`config.mk`:
```
export PLATFORM = sky130hd
export DESIGN_NAME = imc_top
export DESIGN_NICKNAME = d
export VERILOG_FILES = /design/src/hdl/imc_pkg.sv /design/src/hdl/imc_cal_engine.sv /design/src/hdl/imc_top.sv
export VERILOG_INCLUDE_DIRS = /design/src /design/src/hdl
export SDC_FILE = /design/constraint.sdc
export NUM_CORES = 1
export LEC_CHECK = 0
export BUFFER_PORTS_ARGS = -buffer_cell sky130_fd_sc_hd__clkbuf_2
export CAP_MARGIN = 25
export CORE_ASPECT_RATIO = 1.4
export CORE_MARGIN = 1.5
export CORE_UTILIZATION = 40
export CTS_CLUSTER_SIZE = 40
export DETAILED_ROUTE_END_ITERATION = 7
export GPL_TIMING_DRIVEN = 0
export PLACE_DENSITY = 0.68
export SLEW_MARGIN = 20
export SYNTH_ARGS = -nofsm -noshare
export SYNTH_HDL_FRONTEND = slang
export SYNTH_SLANG_ARGS = --single-unit
```
`constraint.sdc`:
```
create_clock -name ref_clk -period 5.8 [get_ports ref_clk]
set_input_delay 1.16 -clock ref_clk [delete_from_list [all_inputs] [get_ports ref_clk]]
set_output_delay 1.16 -clock ref_clk [all_outputs]
set_load 0.02 [all_outputs]
```
`src/hdl/imc_defines.svh`:
```
// Offsets, field positions, reset values and timing counts for the
// input routing and calibration control block.
// Assumes inclusion by bare name from design files.
`ifndef IMC_DEFINES_SVH
`define IMC_DEFINES_SVH
// Register indices (byte address is four times the index)
`define IMC_IDX_ROUTE     8'h60
`define IMC_IDX_CALEN     8'h61
`define IMC_IDX_CALCFG    8'h62
`define IMC_IDX_STATUS    8'h63
// Reset values
`define IMC_RST_ROUTE     8'h01
`define IMC_RST_CALEN     8'h01
`define IMC_RST_CALCFG    8'h01
// Field positions
`define IMC_ROUTE_SWAP    4
`define IMC_FOREGROUND_CALIBRATION_RUN        0
`define IMC_BACKGROUND_CALIBRATION_ENABLE        1
`define IMC_FOREGROUND_OFFSET_ENABLE        2
`define IMC_BACKGROUND_OFFSET_ENABLE      3
// Writable masks (reserved bits stay zero)
`define IMC_MASK_ROUTE    8'h13
`define IMC_MASK_CALEN    8'h01
`define IMC_MASK_CALCFG   8'h0f
// Default calibration durations in clock cycles
`define IMC_FG_CYCLES     16'h0100
`define IMC_CLR_CYCLES    16'h0010
`endif

```
`src/hdl/imc_pkg.sv`:
```
// Types for the input routing and calibration control block.
// Assumes nothing beyond the defines header.
package imc_pkg;
   // Calibration engine states
   typedef enum logic [2:0] {
      CAL_HOLD, CAL_CLEAR, CAL_FORE, CAL_BACK, CAL_IDLE
   } imc_cal_e;
   // Routing of the two converter channels
   typedef struct packed {
      logic       chanASamplesB;  // Channel A takes input_b
      logic       chanBSamplesA;  // Channel B takes input_a
      logic       chanBSamplesB;  // Channel B takes input_b
      logic       singleUsesB;    // Single mode samples input_b
      logic       dualInterleave; // Dual interleaved operation
   } imc_route_s;
   // Calibration selection as applied
   typedef struct packed {
      logic       fgRun;
      logic       bgRun;
      logic       fgOffset;
      logic       bgOffset;
   } imc_calsel_s;
endpackage : imc_pkg

```
`src/hdl/imc_cal_engine.sv`:
```
// Calibration sequencer: clear stored values, optional foreground pass,
// then background running if enabled. Held in reset while calibration is disabled.
// Assumes single clock domain and software-supplied settings.
`timescale 1ns/1ns
`include "imc_defines.svh"
module imc_cal_engine
   import imc_pkg::*;
#(
   parameter logic [15:0] FG_CYCLES  = `IMC_FG_CYCLES,
   parameter logic [15:0] CLR_CYCLES = `IMC_CLR_CYCLES
) (
   input  wire logic        ref_clk,
   input  wire logic        nrst,
   input  wire logic        calEnable,   // Low holds engine in reset
   input  wire imc_calsel_s calSel,      // Selection from software
   output logic             fgDone,      // Foreground done or skipped
   output logic             bgActive,    // Background calibration running
   output logic             applyPulse,  // Latch new settings now
   output imc_cal_e         calState     // Present state
);
   // Zero counts would wrap the phase counter
   if (FG_CYCLES == 16'h0000 || CLR_CYCLES == 16'h0000) begin : g_bad_counts
      $error("imc_cal_engine: counts must be nonzero");
   end

   imc_cal_e    state_r, state_nxt;      // Sequencer state
   logic [15:0] cnt_r, cnt_nxt;          // Phase counter
   logic        done_r, done_nxt;        // Foreground complete flag

   // Next-state logic
   always_comb begin
      state_nxt = state_r;
      cnt_nxt   = cnt_r;
      done_nxt  = done_r;
      case (state_r)
         CAL_HOLD: begin
            // Start: always clear stored values first
            state_nxt = CAL_CLEAR;
            cnt_nxt   = CLR_CYCLES - 16'h0001;
            done_nxt  = 1'b0;
         end
         CAL_CLEAR: begin
            if (cnt_r == 16'h0000) begin
               // Run or skip foreground pass
               if (calSel.fgRun) begin
                  state_nxt = CAL_FORE;
                  cnt_nxt   = FG_CYCLES - 16'h0001;
               end else begin
                  state_nxt = calSel.bgRun ? CAL_BACK : CAL_IDLE;
                  done_nxt  = 1'b1;
               end
            end else begin
               cnt_nxt = cnt_r - 16'h0001;
            end
         end
         CAL_FORE: begin
            if (cnt_r == 16'h0000) begin
               state_nxt = calSel.bgRun ? CAL_BACK : CAL_IDLE;
               done_nxt  = 1'b1;
            end else begin
               cnt_nxt = cnt_r - 16'h0001;
            end
         end
         CAL_BACK: begin
            // Background may be turned off on the fly
            if (!calSel.bgRun) state_nxt = CAL_IDLE;
         end
         CAL_IDLE: begin
            if (calSel.bgRun) state_nxt = CAL_BACK;
         end
         default: state_nxt = CAL_HOLD;
      endcase
   end

   // Registers; disabled calibration forces reset
   always_ff @(posedge ref_clk) begin
      if (!nrst || !calEnable) begin
         state_r <= CAL_HOLD;
         cnt_r   <= 16'h0000;
         done_r  <= 1'b0;
      end else begin
         state_r <= state_nxt;
         cnt_r   <= cnt_nxt;
         done_r  <= done_nxt;
      end
   end

   assign fgDone     = done_r;
   assign bgActive   = (state_r == CAL_BACK);
   assign applyPulse = (state_r == CAL_HOLD) && calEnable && nrst;
   assign calState   = state_r;
endmodule : imc_cal_engine

```
`src/hdl/imc_top.sv`:
```
// Input routing and calibration control with an Avalon-MM slave.
// Assumes the converter mode setting and link enable come from logic
// on ref_clk, so they pass no synchroniser.
//
// Our own choice: register access over Avalon-MM.
`timescale 1ns/1ns
`include "imc_defines.svh"
// Notes on behaviour
// - Swap bit crosses dual-channel inputs
// - Swap ignored in single-channel modes
// - Single input field: 1 A, 2 B
// - Single field ignored outside single mode
// - Code 3 gives dual interleaved routing
// - Mux changes apply when calibration starts
// - Enable low holds calibration in reset
// - Enable low resets processing clock dividers
// - Background offset needs background enable
// - Foreground offset needs foreground enable
// - Bit 1 enables background calibration
// - Start clears values, optional foreground
// - Foreground done flag readable
module imc_top
   import imc_pkg::*;
#(
   parameter logic [15:0] FG_CYCLES  = `IMC_FG_CYCLES,
   parameter logic [15:0] CLR_CYCLES = `IMC_CLR_CYCLES
) (
   input  wire logic        ref_clk,
   input  wire logic        nrst,
   input  wire logic [9:0]  avs_address,       // Byte address
   input  wire logic        avs_read,
   input  wire logic        avs_write,
   input  wire logic [31:0] avs_writedata,
   input  wire logic [3:0]  avs_byteenable,
   output logic [31:0]      avs_readdata,
   output logic             avs_waitrequest,
   input  wire logic        singleChannelMode, // From converter_mode_setting
   input  wire logic        outputLinkEnable,  // output_link_enable level
   output imc_route_s       route,             // Applied input routing
   output imc_calsel_s      calApplied,        // Applied calibration select
   output logic             dividerReset,      // Resets processing dividers
   output logic             fgComplete,        // foreground_complete_flag
   output logic             bgActive           // Background cal running
);
   logic [7:0]  routeReg_r, routeReg_nxt;   // input_route_select
   logic [7:0]  calEn_r, calEn_nxt;         // calibration_enable
   logic [7:0]  calCfg_r, calCfg_nxt;       // calibration_config
   logic [31:0] rdata_r, rdata_nxt;         // Read data register
   logic        ack_r, ack_nxt;             // One-cycle answer
   imc_route_s  route_r, route_nxt;         // Latched routing
   imc_calsel_s calSel;                     // Selection into engine
   logic        applyPulse;                 // Engine start strobe
   logic        engFgDone;
   imc_cal_e    engState;
   logic [7:0]  idx;                        // Register index

   // Word index from byte address
   function automatic logic [7:0] word_index(input logic [9:0] a);
      return a[9:2];
   endfunction

   // Byte-lane merge for lane 0 with writable mask
   function automatic logic [7:0] merge(input logic [7:0] old, input logic [7:0] wd,
                                        input logic be, input logic [7:0] mask);
      return be ? (wd & mask) : old;
   endfunction

   assign idx = word_index(avs_address);

   // Calibration selection with offset dependencies
   always_comb begin
      calSel.fgRun    = calCfg_r[`IMC_FOREGROUND_CALIBRATION_RUN];
      calSel.bgRun    = calCfg_r[`IMC_BACKGROUND_CALIBRATION_ENABLE];
      calSel.fgOffset = calCfg_r[`IMC_FOREGROUND_OFFSET_ENABLE] & calCfg_r[`IMC_FOREGROUND_CALIBRATION_RUN];
      calSel.bgOffset = calCfg_r[`IMC_BACKGROUND_OFFSET_ENABLE] & calCfg_r[`IMC_BACKGROUND_CALIBRATION_ENABLE];
   end

   imc_cal_engine #(
      .FG_CYCLES  (FG_CYCLES),
      .CLR_CYCLES (CLR_CYCLES)
   ) u_engine (
      .ref_clk    (ref_clk),
      .nrst       (nrst),
      .calEnable  (calEn_r[0]),
      .calSel     (calSel),
      .fgDone     (engFgDone),
      .bgActive   (bgActive),
      .applyPulse (applyPulse),
      .calState   (engState)
   );

   // Bus slave and register next values
   always_comb begin
      routeReg_nxt = routeReg_r;
      calEn_nxt    = calEn_r;
      calCfg_nxt   = calCfg_r;
      rdata_nxt    = rdata_r;
      ack_nxt      = 1'b0;
      // Write lands at the edge where waitrequest is sampled low
      if (avs_write && ack_r) begin
         case (idx)
            `IMC_IDX_ROUTE:  routeReg_nxt = merge(routeReg_r, avs_writedata[7:0],
                                                  avs_byteenable[0], `IMC_MASK_ROUTE);
            `IMC_IDX_CALEN:  calEn_nxt = merge(calEn_r, avs_writedata[7:0],
                                               avs_byteenable[0], `IMC_MASK_CALEN);
            `IMC_IDX_CALCFG: calCfg_nxt = merge(calCfg_r, avs_writedata[7:0],
                                                avs_byteenable[0], `IMC_MASK_CALCFG);
            default: ;  // Unmapped writes are dropped
         endcase
      end
      // Request taken: answer next cycle, read data registered now
      if ((avs_read || avs_write) && !ack_r) begin
         ack_nxt = 1'b1;
         if (avs_read) begin
            case (idx)
               `IMC_IDX_ROUTE:  rdata_nxt = {24'h000000, routeReg_r};
               `IMC_IDX_CALEN:  rdata_nxt = {24'h000000, calEn_r};
               `IMC_IDX_CALCFG: rdata_nxt = {24'h000000, calCfg_r};
               // Status: done flag, background active, engine state
               `IMC_IDX_STATUS: rdata_nxt = {24'h000000, 2'b00, engState,
                                             1'b0, bgActive, engFgDone};
               default:         rdata_nxt = 32'h00000000; // Unmapped reads zero
            endcase
         end
      end
   end

   // Routing applied only when calibration starts
   always_comb begin
      route_nxt = route_r;
      if (applyPulse) begin
         if (singleChannelMode) begin
            // Swap bit has no effect here
            route_nxt.chanASamplesB  = 1'b0;
            route_nxt.singleUsesB    = (routeReg_r[1:0] == 2'h2);
            route_nxt.dualInterleave = (routeReg_r[1:0] == 2'h3);
            route_nxt.chanBSamplesA  = 1'b0;
            route_nxt.chanBSamplesB  = (routeReg_r[1:0] == 2'h3);
         end else begin
            // Single field has no effect here
            route_nxt.singleUsesB    = 1'b0;
            route_nxt.dualInterleave = 1'b0;
            route_nxt.chanASamplesB  = routeReg_r[`IMC_ROUTE_SWAP];
            route_nxt.chanBSamplesA  = routeReg_r[`IMC_ROUTE_SWAP];
            route_nxt.chanBSamplesB  = !routeReg_r[`IMC_ROUTE_SWAP];
         end
      end
   end

   // State registers
   always_ff @(posedge ref_clk) begin
      if (!nrst) begin
         routeReg_r <= `IMC_RST_ROUTE;
         calEn_r    <= `IMC_RST_CALEN;
         calCfg_r   <= `IMC_RST_CALCFG;
         rdata_r    <= 32'h00000000;
         ack_r      <= 1'b0;
         route_r    <= '{1'b0, 1'b0, 1'b1, 1'b0, 1'b0};
      end else begin
         routeReg_r <= routeReg_nxt;
         calEn_r    <= calEn_nxt;
         calCfg_r   <= calCfg_nxt;
         rdata_r    <= rdata_nxt;
         ack_r      <= ack_nxt;
         route_r    <= route_nxt;
      end
   end

   assign avs_waitrequest = (avs_read || avs_write) && !ack_r;
   assign avs_readdata    = rdata_r;
   assign route           = route_r;
   assign calApplied      = calSel;
   assign fgComplete      = engFgDone;
   assign dividerReset    = !calEn_r[0];
endmodule : imc_top

```
======== Word level (Yosys, flattened, before mapping) ========
Index checks and enable logic that the tools add are counted.
Widths: inputs -> output; s select.
cells by class
  bitwise gates (word level) .............. 2
  reductions and logical operators ........ 20
  $add $sub $neg .......................... 1
  eq/ne operators ......................... 17
  muxes and demuxes ....................... 18
operators with widths
  cell                   count
  $mux 16                3
  $pmux 16 s3            1
  $eq 8x7->1 const B     4
  $pmux 6 s4             1
  $mux 3                 6
  $logic_not 16->1       1
  $sub 16x1->16 const B  1
  $pmux 3 s5             1
  $reduce_and 3->1       4
  $ne 2x2->1 const B     4
  $reduce_and 4->1       2
  $eq 3x2->1 const B     2
  $mux 5                 1
  $eq 2x2->1 const B     2
  $logic_and 1x1->1      4
  $logic_not 1->1        4
  $mux 1                 4
  $ne 2x1->1 const B     2
  $eq 3x1->1 const B     1
  $eq 3x3->1 const B     1
  $logic_not 3->1        1
  $ne 3x3->1 const B     1
  $pmux 1 s3             1
  $reduce_bool 3->1      1
  other kinds (3)        5
storage, ports and cells
  flip-flop bits (word level) ............. 66
  bits of input ports ..................... 52
  logic and storage cells ................. 71

======== Longest topological paths before layout ========
  depth after elaboration ................. 4
  depth in mapped cells ................... 7
  gate-level depth less buffers ........... 7

======== Cells and area by module ========
From an unflattened synthesis, not the netlist that was laid out.
second synthesis, totals
  cell total of the unflattened synthesis .. 286
  area, all modules ....................... 2487.4 um^2
modules (own cells, without submodules)
  module          area each (um^2)  cells each  times used
  imc_cal_engine  1262.5            154         1
  imc_top         1224.9            132         1

======== Least setup slack after synthesis ========
OpenSTA, ideal clock, no wires.
  path kind ............................... input to output
  from .................................... in avs_write
  to ...................................... out avs_waitrequest
  stages .................................. 2
  data required time ...................... 4640 ps
  path slack .............................. 3155 ps
  arrival ................................. 1485 ps
  cell sequence ........................... nor2_1 > nor2_1
on the way
  cells in the longest elaborated chain, start to end .. 2
RTL lines
  item                RTL line        source
  start: declaration  imc_top.sv:32   input wire logic avs_write,
  $logic_or 1x1->1    imc_top.sv:169  assign avs_waitrequest = (avs_read || avs_write) && !ack_r;
  $logic_and 1x1->1   imc_top.sv:169
  end: declaration    imc_top.sv:36   output logic avs_waitrequest,
Every way passes these cells.

======== Worst setup path in the final report ========
  from .................................... in avs_read
  to ...................................... out avs_waitrequest
on the way
  cells in the longest elaborated chain, start to end .. 2
RTL lines
  item                RTL line        source
  start: declaration  imc_top.sv:31   input wire logic avs_read,
  $logic_or 1x1->1    imc_top.sv:169
  $logic_and 1x1->1   imc_top.sv:169
Every way passes these cells.

==> impl_metrics.toml <==
[grt]
grt-ovfl-total = 0
grt_max_degree = 12
grt_pass1_wl_mm = 9.14
grtUsageTotal_pct = 18.2
grt_pass1_vias = 2034
antenna_found_initial = 0

[power]
power_mw = 1.05
ir_worst_vdd_uv = 167
p_per_area_nw_per_um2 = 364
leakage_nw = 1.24

[floorplanning]
initial_core_util_pct = 41.6
num_rows = 33
ios = 97
coreArea_um2 = 5860
design.die.area_um2 = 6580
chipWidth_um = 69.0
chipHeight_um = 95.4

[sta]
fin_setup_tns_ns = 0
rsz0062_at_grt = "false"
tightestPinTransition_ns = 0.586
clock-skew-final_ns = 0.00545
slew_viol_final = 0
fin_crit_sh_pct = 47.4
setup_viol = 0
finalHoldViolCount = 0
relSlewSlack_pct = 60.6
timing.fmax_ghz = 0.364
finalCriticalPeriod_ns = 2.75

[cts]
clock_latency_ns = 0.29
ctsRootBufferMaster = "clkbuf_8"
cts_max_level = 2
cts_tree = "yes"
cts_hold_buf = 0
clock_path_buffers = 2
clkTransAtPathRegs_ns = 0.07
cts_resized = 0
postCtsSetupRepairBufs = 0
clock-sinks = 39
numCtsBuffers = 5

[finish]
drive_gt1_share_pct = 27.0
n_fill_cell = 590
fin_nets = 409
layout_common_cells = "39 x dfxtp_1, 36 x clkbuf_2, 30 x nand2_1, 29 x buf_4, 26 x conb_1"
postLayoutCoreUtil_pct = 49.1
final_common_cell = "dfxtp_1"
final_area_um2 = 2880
syn2layout_area_growth_pct = 18.2
antennaDiodeCount = 0

[detailed_routing]
drt-pass1-iter-count = 4
num_vias = 2224
wl_per_cell_um = 12.9
postRouteAntennaNets = 0
drt_wl_total_mm = 5.50
drc_errors = 0
via_per_inst = 5.22
drt_iter0_markers = 133

[critical_path]
critPathMaxFanout = 3
end_kind = "output port"
critPathLaunchType = "input port"
critPathKind = "input port to output port"
cp.required_ns = 4.64
worstPathArrival_ns = 1.59

[worst_hold_path]
hp-class = "register to register"

[synthesis]
dominantRegCellSynth = "dfxtp_1"
synth-seq-cells = 39
synth_edf_count = 0
async_flop_share_pct = 0
ys_warn_count = 0
yosysSeqAreaShare_pct = 32.0
synthesis.area_um2 = 2440
synthCells = 287
netlist-cell-type-count = 57
avgSynthCellArea_um2 = 8.50

[place]
numPortBuffers = 36
gp_congestion = 0.861
dpl_cell_area_um2 = 2800
dpl.hpwl_mm = 4.29

[job]
timing.max_cap.violations = 0

[status]
outcome = "completed"
-- worst paths after layout --
| check | startpoint | end | slack (ns) | cells after the start |
|---|---|---|---|---|
| min reg2reg | avs_readdata[1]$_SDFFE_PN0P_ | avs_readdata[1]$_SDFFE_PN0P_ | 0.47 | 2 |
| max | avs_read | avs_waitrequest | 3.05 | 4 |
| min | avs_readdata[1]$_SDFFE_PN0P_ | avs_readdata[1]$_SDFFE_PN0P_ | 0.47 | 2 |
| max reg2reg | u_engine.cnt_r[1]$_SDFFE_PP0P_ | u_engine.cnt_r[4]$_SDFFE_PP0P_ | 3.65 | 6 |
-- final cells by class --
class | instances | area, um^2 | share of cell area, %
timing repair buffer | 36 | 180 | 6.25
clock inverter | 1 | 5.00 | 0.174
multi-input combinational | 224 | 1440 | 49.8
clock buffer | 7 | 76.3 | 2.65
sequential | 39 | 781 | 27.1
tap | 70 | 87.6 | 3.04
inverter | 10 | 37.5 | 1.30
buffer | 39 | 278 | 9.64
-- cells in the mapped netlist, types with 4 or more instances --
library cell / instances / share of area (%)
a211oi_1: 5 / 1.5
a21boi_0: 9 / 2.8
a21oi_1: 11 / 2.3
a31oi_1: 4 / 1.0
a32oi_1: 5 / 1.8
and2_1: 6 / 1.5
buf_4: 29 / 8.9
clkbuf_1: 7 / 1.1
dfxtp_1: 39 / 32
inv_1: 10 / 1.5
mux2i_1: 5 / 2.1
nand2_1: 30 / 4.6
nand2b_1: 8 / 2.1
nand3_1: 13 / 2.7
nor2_1: 13 / 2.0
nor2b_1: 7 / 1.8
nor3_1: 7 / 1.4
nor4_1: 5 / 1.3
o21ai_0: 8 / 1.6
o21ai_1: 5 / 1.0
or3_1: 5 / 1.3
-- metal layers --
metal / GRT usage [%] / up-vias / part of all wire (%) / wire length, um
li1: - / 1123 / - / -
met1: 20.3 / 1040 / 40 / 2190
met2: 33.3 / 47 / 54 / 2960
met3: 2.72 / 14 / 3.3 / 182
met4: 7.52 / 0 / 3.0 / 167
met5: 0 / - / 0 / 0
-- report_power, final --
part	leakage, nW	switching, mW	internal (mW)
Clock	0.0422	0.0963	0.0845
Sequential	0.317	0.0476	0.307
Combinational	0.880	0.314	0.201
Total	1.24	0.458	0.592
-- through the flow --
stage / hold WS [ns] / setup slack, ns / std cells
6_report: 0.470 / 3.05 / 426
5_1_grt: 0.502 / 3.03 / 426
4_1_cts: 0.474 / 3.05 / 426
2_1_floorplan: 0.452 / 3.15 / 312
3_5_place_dp: 0.462 / 2.97 / 418
3_3_place_gp: 0.455 / 2.97 / 418
-- cell families after synthesis --
family	synth area share, %
adders and majority gates	1.03
and+or+nand+nor	27.3
buffers and inverters	12.9
muxes	3.90
DFF	32.0
other	0.154
xor gates and xnor gates	0.359
AOI/OAI and AO/OA	22.3
-- sequential cells by signal, indices dropped and copies added, names as in the netlist --
signal and count:
u_engine.cnt_r 16, avs_readdata 6, calCfg_r 4, route 4, routeReg_r 3, u_engine.calState 3, ack_r 1, calEn_r 1
u_engine.fgDone 1
-- critical path, cell delays in order --
cell	delay, ns
clkbuf_2	0.10
nor2_1	0.04
nor2_1	0.11
clkbuf_2	0.18
No activity file was read; power rests on OpenSTA's default activity.
